[src/hdl/lftjp_pkg.sv]
// package for the fault tally and jitter peak readout block
// used by the single design file; the bench and assertions use literal offsets
package lftjp_pkg;
  localparam int          ADDR_W          = 11;
  localparam logic [10:0] OFF_TALLY_LO_C1 = 11'h023;
  localparam logic [10:0] OFF_TALLY_HI_C1 = 11'h024;
  localparam logic [10:0] OFF_TALLY_LO_C0 = 11'h7E3;
  localparam logic [10:0] OFF_TALLY_HI_C0 = 11'h7E4;
  localparam logic [10:0] OFF_WANDER_CFG  = 11'h7E5;
  localparam logic [10:0] OFF_POS_LO      = 11'h7E6;
  localparam logic [10:0] OFF_POS_HI      = 11'h7E7;
  localparam logic [10:0] OFF_NEG_LO      = 11'h7E8;
  localparam logic [10:0] OFF_NEG_HI      = 11'h7E9;
  localparam logic [10:0] OFF_TALLY_CFG   = 11'h7F0;
  localparam logic [10:0] OFF_TALLY_SNAP  = 11'h7F1;
  localparam logic [10:0] OFF_IRQ_STAT    = 11'h7F2;
  localparam logic [10:0] OFF_IRQ_MASK    = 11'h7F3;
  localparam int BIT_BW        = 0;
  localparam int BIT_PERIOD    = 1;
  localparam int BIT_STOP      = 2;
  localparam int BIT_TALLY_MD  = 1;
  localparam int BIT_OV_C1     = 0;
  localparam int BIT_OV_C0     = 1;
  localparam logic [7:0]  RST_BYTE  = 8'h00;
  localparam logic [15:0] RST_TALLY = 16'h0000;
  localparam logic [11:0] RST_PEAK  = 12'h000;
  localparam int CLK_HZ          = 100_000_000;
  localparam int PERIOD_S        = 1;
  localparam int PERIOD_CYC      = CLK_HZ * PERIOD_S;
  localparam int TALLY_ROUND_CYC = 100_000_000;

  typedef struct packed {
    logic        stop;
    logic        period;
    logic        bw;
  } lftjp_wcfg_t;

  typedef struct packed {
    logic [11:0] pos;
    logic [11:0] neg;
  } lftjp_peaks_t;
endpackage

[src/hdl/lftjp_core.sv]
// fault tally and channel-0 jitter peak readout, one clock domain
// assumes fault pulses and jitter samples are synchronous to sys_clk
//
// Operation
// - 16-bit tally split low/high bytes, read-only
// - separate tally pair for channel 0
// - tally mode bit picks auto/manual update
// - held tally overwritten by next round
// - period bit: manual stop or one second
// - stop bit honoured only in manual mode
// - stop rising edge loads both peak pairs
// - bandwidth 0 selects wide band filter
// - bandwidth 1 selects high-pass band filter
// - 12-bit positive peak, upper nibble reserved
// - positive peak in sixteenths of UI
// - peaks update per period mode, read next round
// - negative peak pair, same period rules
// - tally overflow sets sticky interrupt flag
//
// Strobed register access was left to the implementer.
`timescale 1ns/1ps
module lftjp_core #(
  parameter int TALLY_ROUND = lftjp_pkg::TALLY_ROUND_CYC,
  parameter int JIT_PERIOD  = lftjp_pkg::PERIOD_CYC
) (
  input  wire logic              sys_clk,
  input  wire logic              arst_n,
  input  wire logic              clk_en,
  input  wire logic [10:0]       reg_addr,
  input  wire logic [7:0]        reg_wdata,
  input  wire logic              reg_wr,
  input  wire logic              reg_rd,
  output logic      [7:0]        reg_rdata,
  input  wire logic              fault_c0,
  input  wire logic              fault_c1,
  input  wire logic              e1_mode,
  input  wire logic signed [11:0] jit_wide,
  input  wire logic signed [11:0] jit_high,
  output logic                   bandwidth_select,
  output logic                   irq
);
  // pkg shorthand avoided; every use written in full

  // config, tallies, peaks, interrupt state
  lftjp_pkg::lftjp_wcfg_t  cfg_q, cfg_d;
  logic                    tally_mode_q, tally_mode_d;
  logic [15:0]             cnt0_q, cnt0_d, cnt1_q, cnt1_d;
  logic [15:0]             hold0_q, hold0_d, hold1_q, hold1_d;
  logic [31:0]             tround_q, tround_d;
  logic [31:0]             jround_q, jround_d;
  lftjp_pkg::lftjp_peaks_t trk_q, trk_d, res_q, res_d;
  logic [1:0]              stat_q, stat_d, mask_q, mask_d;
  logic [7:0]              rdata_d;

  function automatic logic hit(input logic [10:0] a, input logic [10:0] o);
    hit = (a == o);
  endfunction

  function automatic logic [15:0] inc_sat(input logic [15:0] v);
    inc_sat = (v == 16'hFFFF) ? v : v + 16'h0001;
  endfunction

  logic               stop_wr, stop_rise, jit_end, tally_end, snap_wr;
  logic signed [11:0] jit_s;
  logic [11:0]        pos_mag, neg_mag;
  logic               ov0, ov1;

  always_comb begin
    stop_wr  = reg_wr && hit(reg_addr, lftjp_pkg::OFF_WANDER_CFG);
    // edge judged against the stored bit, so rewriting 1 does nothing
    stop_rise = stop_wr && reg_wdata[lftjp_pkg::BIT_STOP] && !cfg_q.stop
                && !cfg_q.period;
    jit_end  = cfg_q.period ? (jround_q >= 32'(JIT_PERIOD - 1))
                            : stop_rise;
    snap_wr  = reg_wr && hit(reg_addr, lftjp_pkg::OFF_TALLY_SNAP);
    tally_end = tally_mode_q ? snap_wr
                             : (tround_q >= 32'(TALLY_ROUND - 1));
    jit_s = cfg_q.bw ? jit_high : jit_wide;
    pos_mag = (jit_s > 12'sd0) ? 12'(jit_s) : 12'h000;
    neg_mag = (jit_s < 12'sd0) ? 12'(-jit_s) : 12'h000;
    ov0 = fault_c0 && (cnt0_q == 16'hFFFF);
    ov1 = fault_c1 && (cnt1_q == 16'hFFFF);
  end

  always_comb begin
    cfg_d        = cfg_q;
    tally_mode_d = tally_mode_q;
    mask_d       = mask_q;
    cnt0_d   = fault_c0 ? inc_sat(cnt0_q) : cnt0_q;
    cnt1_d   = fault_c1 ? inc_sat(cnt1_q) : cnt1_q;
    hold0_d  = hold0_q;
    hold1_d  = hold1_q;
    tround_d = tally_mode_q ? 32'h0000_0000 : tround_q + 32'h0000_0001;
    jround_d = cfg_q.period ? jround_q + 32'h0000_0001 : 32'h0000_0000;
    trk_d    = trk_q;
    res_d    = res_q;
    stat_d   = stat_q;
    if (reg_wr) begin
      if (hit(reg_addr, lftjp_pkg::OFF_WANDER_CFG)) begin
        cfg_d.bw     = reg_wdata[lftjp_pkg::BIT_BW];
        cfg_d.period = reg_wdata[lftjp_pkg::BIT_PERIOD];
        cfg_d.stop   = reg_wdata[lftjp_pkg::BIT_STOP];
      end
      if (hit(reg_addr, lftjp_pkg::OFF_TALLY_CFG))
        tally_mode_d = reg_wdata[lftjp_pkg::BIT_TALLY_MD];
      if (hit(reg_addr, lftjp_pkg::OFF_IRQ_MASK))
        mask_d = reg_wdata[1:0];
    end
    if (tally_end) begin
      hold0_d  = cnt0_q;
      hold1_d  = cnt1_q;
      cnt0_d   = {15'h0000, fault_c0};
      cnt1_d   = {15'h0000, fault_c1};
      tround_d = 32'h0000_0000;
    end
    if (pos_mag > trk_q.pos)
      trk_d.pos = pos_mag;
    if (neg_mag > trk_q.neg)
      trk_d.neg = neg_mag;
    if (jit_end) begin
      res_d = trk_q;
      trk_d = '{pos: pos_mag, neg: neg_mag};
      jround_d = 32'h0000_0000;
    end
    // read clears; a same-cycle overflow still wins
    if (reg_rd && hit(reg_addr, lftjp_pkg::OFF_IRQ_STAT))
      stat_d = 2'h0;
    if (ov1)
      stat_d[lftjp_pkg::BIT_OV_C1] = 1'b1;
    if (ov0)
      stat_d[lftjp_pkg::BIT_OV_C0] = 1'b1;
  end

  always_comb begin
    rdata_d = 8'h00;
    case (reg_addr)
      lftjp_pkg::OFF_TALLY_LO_C1: rdata_d = hold1_q[7:0];
      lftjp_pkg::OFF_TALLY_HI_C1: rdata_d = hold1_q[15:8];
      lftjp_pkg::OFF_TALLY_LO_C0: rdata_d = hold0_q[7:0];
      lftjp_pkg::OFF_TALLY_HI_C0: rdata_d = hold0_q[15:8];
      lftjp_pkg::OFF_WANDER_CFG:
        rdata_d = {5'h00, cfg_q.stop, cfg_q.period, cfg_q.bw};
      lftjp_pkg::OFF_POS_LO:      rdata_d = res_q.pos[7:0];
      lftjp_pkg::OFF_POS_HI:      rdata_d = {4'h0, res_q.pos[11:8]};
      lftjp_pkg::OFF_NEG_LO:      rdata_d = res_q.neg[7:0];
      lftjp_pkg::OFF_NEG_HI:      rdata_d = {4'h0, res_q.neg[11:8]};
      lftjp_pkg::OFF_TALLY_CFG:   rdata_d = {6'h00, tally_mode_q, 1'b0};
      lftjp_pkg::OFF_IRQ_STAT:    rdata_d = {6'h00, stat_q};
      lftjp_pkg::OFF_IRQ_MASK:    rdata_d = {6'h00, mask_q};
      default:                    rdata_d = 8'h00;
    endcase
    if (!reg_rd)
      rdata_d = 8'h00;
  end

  always_ff @(posedge sys_clk or negedge arst_n) begin
    if (!arst_n) begin
      cfg_q        <= '{stop: 1'b0, period: 1'b0, bw: 1'b0};
      tally_mode_q <= 1'b0;
      cnt0_q       <= lftjp_pkg::RST_TALLY;
      cnt1_q       <= lftjp_pkg::RST_TALLY;
      hold0_q      <= lftjp_pkg::RST_TALLY;
      hold1_q      <= lftjp_pkg::RST_TALLY;
      tround_q     <= 32'h0000_0000;
      jround_q     <= 32'h0000_0000;
      trk_q        <= '{pos: lftjp_pkg::RST_PEAK, neg: lftjp_pkg::RST_PEAK};
      res_q        <= '{pos: lftjp_pkg::RST_PEAK, neg: lftjp_pkg::RST_PEAK};
      stat_q       <= 2'h0;
      mask_q       <= 2'h0;
      reg_rdata    <= lftjp_pkg::RST_BYTE;
    end else if (clk_en) begin
      cfg_q        <= cfg_d;
      tally_mode_q <= tally_mode_d;
      cnt0_q       <= cnt0_d;
      cnt1_q       <= cnt1_d;
      hold0_q      <= hold0_d;
      hold1_q      <= hold1_d;
      tround_q     <= tround_d;
      jround_q     <= jround_d;
      trk_q        <= trk_d;
      res_q        <= res_d;
      stat_q       <= stat_d;
      mask_q       <= mask_d;
      reg_rdata    <= rdata_d;
    end
  end

  // e1_mode only moves the band edges in the analog front end
  assign bandwidth_select = cfg_q.bw;
  assign irq = |(stat_q & mask_q);
endmodule // lftjp_core

[config.mk]
export PLATFORM = sky130hd
export DESIGN_NAME = lftjp_core
export DESIGN_NICKNAME = d
export VERILOG_FILES = /design/src/hdl/lftjp_pkg.sv /design/src/hdl/lftjp_core.sv
export SDC_FILE = /design/constraint.sdc
export NUM_CORES = 1
export LEC_CHECK = 0
export BUFFER_PORTS_ARGS = -buffer_cell sky130_fd_sc_hd__buf_2
export CAP_MARGIN = 20
export CORE_MARGIN = 10
export CORE_UTILIZATION = 42
export CTS_CLUSTER_DIAMETER = 60
export CTS_CLUSTER_SIZE = 24
export DETAILED_ROUTE_END_ITERATION = 10
export PLACE_DENSITY_LB_ADDON = 0.1
export SKIP_CTS_REPAIR_TIMING = 1
export SYNTH_ARGS = -nofsm -noshare
export SYNTH_HDL_FRONTEND = slang
export SYNTH_SLANG_ARGS = --single-unit
[constraint.sdc]
create_clock -name sys_clk -period 4.45 [get_ports sys_clk]
set_input_delay 0.2225 -clock sys_clk [delete_from_list [all_inputs] [get_ports sys_clk]]
set_output_delay 0.2225 -clock sys_clk [all_outputs]
set_load 0.02 [all_outputs]
== Word-level counts from Yosys, hierarchy flattened ==
Index checks and enable logic that the tools add are counted.

* Register bits after elaboration: 192
* Input bits: 51
* Output and inout port bits: 10
* Word-level logic and storage cells: 98

* $add $sub $neg: 5
* Magnitude comparators: 6
* Equality and inequality tests: 17
* Multiplexer cells: 23
* Bitwise logic cells: 1
* Reductions and logical operators: 28

{| class="wikitable"
|+ Operators with widths
! cell !! number
|-
| two-way mux 32 bit || 4
|-
| == test 11 bit, second input constant || 11
|-
| two-way mux 16 bit || 6
|-
| one-hot mux 8 bit (12 select lines) || 1
|-
| adder 32 x 1 -> 32 bit, second input constant || 2
|-
| >= comparator 32 x 27 -> 1 bit, second input constant || 2
|-
| two-way mux 12 bit || 5
|-
| adder 16 x 1 -> 16 bit, second input constant || 2
|-
| == test 16 bit, second input constant || 2
|-
| > comparator 12 bit || 2
|-
| two-way mux 24 bit || 1
|-
| == test 11 x 6 -> 1 bit, second input constant || 2
|-
| AND reduction 3 bit || 5
|-
| > comparator 12 x 1 -> 1 bit, second input constant || 1
|-
| less-than comparator 12 x 1 -> 1 bit, second input constant || 1
|-
| negator 12 bit || 1
|-
| AND reduction 2 bit || 6
|-
| nonzero test 2 bit || 6
|-
| logical AND 1 bit || 8
|-
| two-way mux 8 bit || 1
|-
| two-way mux 1 bit || 4
|-
| inequality test 2 bit, second input constant || 2
|-
| bitwise AND 2 bit || 1
|-
| zero test 1 bit || 2
|-
| 2 further kinds || 2
|}

== Depth between registers and ports, before layout ==
* Depth after elaboration: 8
* Depth in mapped cells: 15

== Worst setup path before layout ==
Ideal clock, no wire load.

* Path type: flip-flop to flip-flop
* Start point: register cfg_q, in the netlist bandwidth_select
* End point: register trk_q[10] (netlist name)
* Setup time: 125 ps
* Data arrival time: 3987 ps
* Data required time: 4325 ps
* Slack: 338 ps
* Cell stages (with the launch flop): 16
* Clock period less this slack: 4112 ps
* Cell sequence: dfrtp_1 > buf_2 > buf_1 > mux2i_1 > ha_1 > o21ai_0 > nor4bb_1 > xnor2_1 > nor2_1 > ha_1 > a21oi_1 > nand2_1 > a2111o_1 > a31oi_4 > buf_6 > mux2_4

* Word-level cells in the longest chain between the ends: 6
* Elaborated cells between the ends (all ways): 9
* Classes of those cells: 1 x add/sub; 2 x order compare; 4 x mux; 2 x reduce/logical

{| class="wikitable"
|+ RTL lines
! what !! RTL line !! RTL
|-
| from (decl) || lftjp_core.sv:45 || <nowiki>lftjp_pkg::lftjp_wcfg_t cfg_q, cfg_d;</nowiki>
|-
| from (signal assigned) || lftjp_core.sv:158 || <nowiki>cfg_q <= '{stop: 1'b0, period: 1'b0, bw: 1'b0};</nowiki>
|-
| from (signal assigned) || lftjp_core.sv:172 || <nowiki>cfg_q <= cfg_d;</nowiki>
|-
| two-way mux 12 bit * || lftjp_core.sv:78 || <nowiki>jit_s = cfg_q.bw ? jit_high : jit_wide;</nowiki>
|-
| negator 12 bit / less-than comparator 12 x 1 -> 1 bit (equally long branches) || lftjp_core.sv:80 || <nowiki>neg_mag = (jit_s < 12'sd0) ? 12'(-jit_s) : 12'h000;</nowiki>
|-
| two-way mux 12 bit * || lftjp_core.sv:80 ||
|-
| net neg_mag[10] || lftjp_core.sv:65 || <nowiki>logic [11:0] pos_mag, neg_mag;</nowiki>
|-
| > comparator 12 bit || lftjp_core.sv:118 || <nowiki>if (neg_mag > trk_q.neg)</nowiki>
|-
| nonzero test 2 bit (no source line) || - ||
|-
| AND reduction 2 bit (no source line) || - ||
|-
| to (signal assigned) || lftjp_core.sv:166 || <nowiki>trk_q <= '{pos: lftjp_pkg::RST_PEAK, neg: lftjp_pkg::RST_PEAK};</nowiki>
|-
| to (signal assigned) || lftjp_core.sv:180 || <nowiki>trk_q <= trk_d;</nowiki>
|-
| to (decl) || lftjp_core.sv:51 || <nowiki>lftjp_pkg::lftjp_peaks_t trk_q, trk_d, res_q, res_d;</nowiki>
|}

Mark *: on every way through the listed nets, which the timed path passes. The rest lies on a longest branch. The select of a mux whose other input is x is not followed.
A chain may end at the register's enable or synchronous reset.

== Worst setup path in the final report ==
* Start point: register cfg_q, in the netlist bandwidth_select
* End point: register trk_q[1] (netlist name)

* Word-level cells in the longest chain between the ends: 6
* Elaborated cells between the ends (all ways): 9
* Classes of those cells: 1 x add/sub; 2 x order compare; 4 x mux; 2 x reduce/logical

{| class="wikitable"
|+ RTL lines
! what !! RTL line
|-
| two-way mux 12 bit * || lftjp_core.sv:78
|-
| negator 12 bit / less-than comparator 12 x 1 -> 1 bit (equally long branches) || lftjp_core.sv:80
|-
| two-way mux 12 bit * || lftjp_core.sv:80
|-
| net neg_mag[3] || lftjp_core.sv:65
|-
| > comparator 12 bit * || lftjp_core.sv:118
|-
| nonzero test 2 bit (no source line) * || -
|-
| AND reduction 2 bit (no source line) * || -
|}

Marks and branches as above.

==> metrics.yaml <==
drc_errors: 0
drt_iter0_drc: 755
boundaryPins: 61
drv_cap: 0
synthTopCellsByArea: "dfrtp_1 (45%), nand2_1 (5.9%), mux2_2 (4.1%), ha_1 (3.4%), o21ai_0 (2.9%)"
cts-root-buf: "clkbuf_16"
fin_crit_sh: 0.9294
nets: 1264
final_cells: 1526
avgSynthCellArea_um2: 9.488
place_area_um2: 11440
clk_pin_slew_ns: 0.07
cts.sink_count: 192
cp_data_required_time_ns: 4.77
ir_drop_mv: 0.2694
portBuffers: 54
areaGrowthSynthToFinish_pct: 11.76
drt_wl_total_mm: 27.45
yosysUniqueCellTypes: 79
wl_per_cell_um: 17.99
synth_mux_area_frac: 0.09577
slew_violations: 0
synth_compound_area_frac: 0.1390
via_count: 8544
synthSimpleGateAreaFrac: 0.2256
ys.flop_type: "dfrtp_1"
async_reset_ff_frac: 1.000
synth_xor_area_frac: 0.02357
netlist_area_um2: 10780
die_w_um: 180.2
netlist_instances: 1136
yosys.area.top_type: "dfrtp_1"
ys_seq_area_frac: 0.4458
synthAdderAreaFrac: 0.03367
drt-pass1-iter-count: 6
grt_pass1_vias: 8287
finalSetupViolations: 0
cts_inserted_buffers: 17
cts_buffer_depth: 2
synth_top_family_by_area: "simple AND/OR/NAND/NOR gates"
grt_overflow: 0
clk_latency_ns: 0.44
dieArea_um2: 32470
critical_path_peak_fanout: 13
core-area_um2: 25180
htreeDepth: 4
die_h_um: 180.2
worstMarginPinSlew_ns: 1.087
ant_nets: 0
synth_nets: 1216
worstSetupEndpointType: "register"
synth_top_area_share: 0.4458
status: "finished, final reports clean"
rows: 58
cellPowerDensity_nw_per_um2: 351.0
p_total_mw: 4.228
ys_ff_latch: 192
arrival_ns: 4.46
fin_tns_setup_ns: 0
drive_above_1_share: 0.1538
antenna_cells: 0
antenna_found_initial: 0
gp_congestion: 0.8228
crit_type: "reg -> reg"
post-route-min-period_ns: 4.136
hold_viol_final: 0
hold_class: "in -> reg"
grt_usage: 0.1667
slew_headroom: 0.2684
grt_max_degree: 97
critPathLaunchType: "register"
ys_warn_count: 0
fin_area_um2: 12050
fmax_mhz: 241.8
synth_edf_count: 0
rsz0062_at_grt: "no"
place_inst: 1494
drt-vias-per-instance: 5.599
dp_hpwl_mm: 19.55
grt_pass1_wl_mm: 45.07
p_leak_nw: 5.411
cts_tree: "built"
initial_core_util: 0.4280
finClkSkew_ns: 0.01214
-- area by class of cell --
class | instances | area, µm²
Fill cell | 2376 | 13140
Multi-Input combinational cell | 851 | 5608
Sequential cell | 192 | 4805
Timing Repair Buffer | 77 | 454.2
Clock buffer | 17 | 425.4
Tap cell | 330 | 412.9
Clock inverter | 14 | 171.4
Inverter | 45 | 168.9
-- cell usage after synthesis, types with 18 or more instances --
master / number
xor2_1: 23
dfrtp_1: 192
mux2i_1: 27
nor3_1: 38
nand3_1: 49
nor2b_1: 18
clkbuf_1: 34
inv_1: 45
a21oi_1: 30
o21ai_0: 63
nor2_1: 81
nand2_1: 168
mux2_2: 39
nand4_1: 24
ha_1: 29
-- flip-flops by register name (all words and copies together) (netlist names), 8 cells and up --
register,cells
trk_q,24
res_q,24
hold1_q,16
cnt1_q,16
cnt0_q,16
jround_q,32
hold0_q,16
reg_rdata,8
tround_q,32
-- stage by stage --
step / worst slack, ns / hold WS [ns] / util
2_1_floorplan: 0.3383 / -0.07309 / -
3_3_place_gp: 0.4345 / 0.3635 / 0.4542
3_5_place_dp: 0.3978 / 0.3652 / 0.4542
4_1_cts: 0.3865 / -0.1150 / 0.4779
5_1_grt: 0.02747 / 0.05369 / 0.4783
6_report: 0.3142 / 0.04737 / 0.4783
-- placed cells by master (no fill, tap or decap), types with 15 or more instances in the layout --
cell type	Yosys	routed
nor3_1	38	37
clkbuf_16	0	17
nor2b_1	18	18
nand3_1	49	49
mux2_2	39	39
mux2_4	17	17
nor2_1	81	81
buf_4	2	22
o21ai_0	63	63
a21oi_1	30	30
and3_1	15	15
ha_1	29	29
nand2_1	168	168
buf_2	7	53
nor4_1	17	17
nand4_1	24	24
inv_1	45	45
xor2_1	23	23
mux2i_1	27	27
dfrtp_1	192	192
-- worst paths after layout --
| kind | start | endpoint | slack [ns] | depth (start not counted) |
|---|---|---|---|---|
| hold reg to reg | hold1_q[13] | hold1_q[13] | 0.48 | 2 |
| max in group asynchronous | arst_n | hold0_q[8] | 2.85 | 3 |
| setup reg to reg | bandwidth_select | trk_q[1] | 0.31 | 12 |
| hold / removal | reg_wdata[2] | cfg_q[2] | 0.05 | 2 |
| setup / recovery | bandwidth_select | trk_q[1] | 0.31 | 12 |
| min in group asynchronous | arst_n | res_q[10] | 0.42 | 2 |
-- layer usage --
| metal | share of wire | track usage | up-vias |
|---|---|---|---|
| li1 | - | - | 4200 |
| met1 | 0.50 | 0.2358 | 4166 |
| met2 | 0.45 | 0.2605 | 159 |
| met3 | 0.034 | 0.02711 | 19 |
| met4 | 0.012 | 0.03904 | 0 |
| met5 | 0 | 0 | - |
-- where the power goes --
group,internal [mW],switching [mW],total (mW)
logic,0.290,0.310,0.599
clock network,0.849,0.747,1.60
registers,1.88,0.154,2.03
-- worst max-delay path, stage by stage (launching register included) --
cell,delay [ns]
dfrtp_1,0.68
buf_4,0.26
nor3b_1,0.36
o21bai_1,0.15
xor2_1,0.15
nor2_1,0.05
a211oi_1,0.49
ha_1,0.36
a21oi_1,0.17
a211oi_1,0.09
a2111o_1,0.33
a31oi_4,0.54
mux2_2,0.40
-- kinds of logic (layout without fill, tap and decap cells) --
logic type               after synthesis  in the layout
AND/OR/NAND/NOR                      489            489
AO/OA/AOI/OAI                        217            217
flip-flops                           192            192
buffers and inverters                 93            153
multiplexers                          86             86
adder cells (fa/ha/maj)               29             29
XOR/XNOR                              29             29
other                                  1              1
No activity file was read; power rests on OpenSTA's default activity.
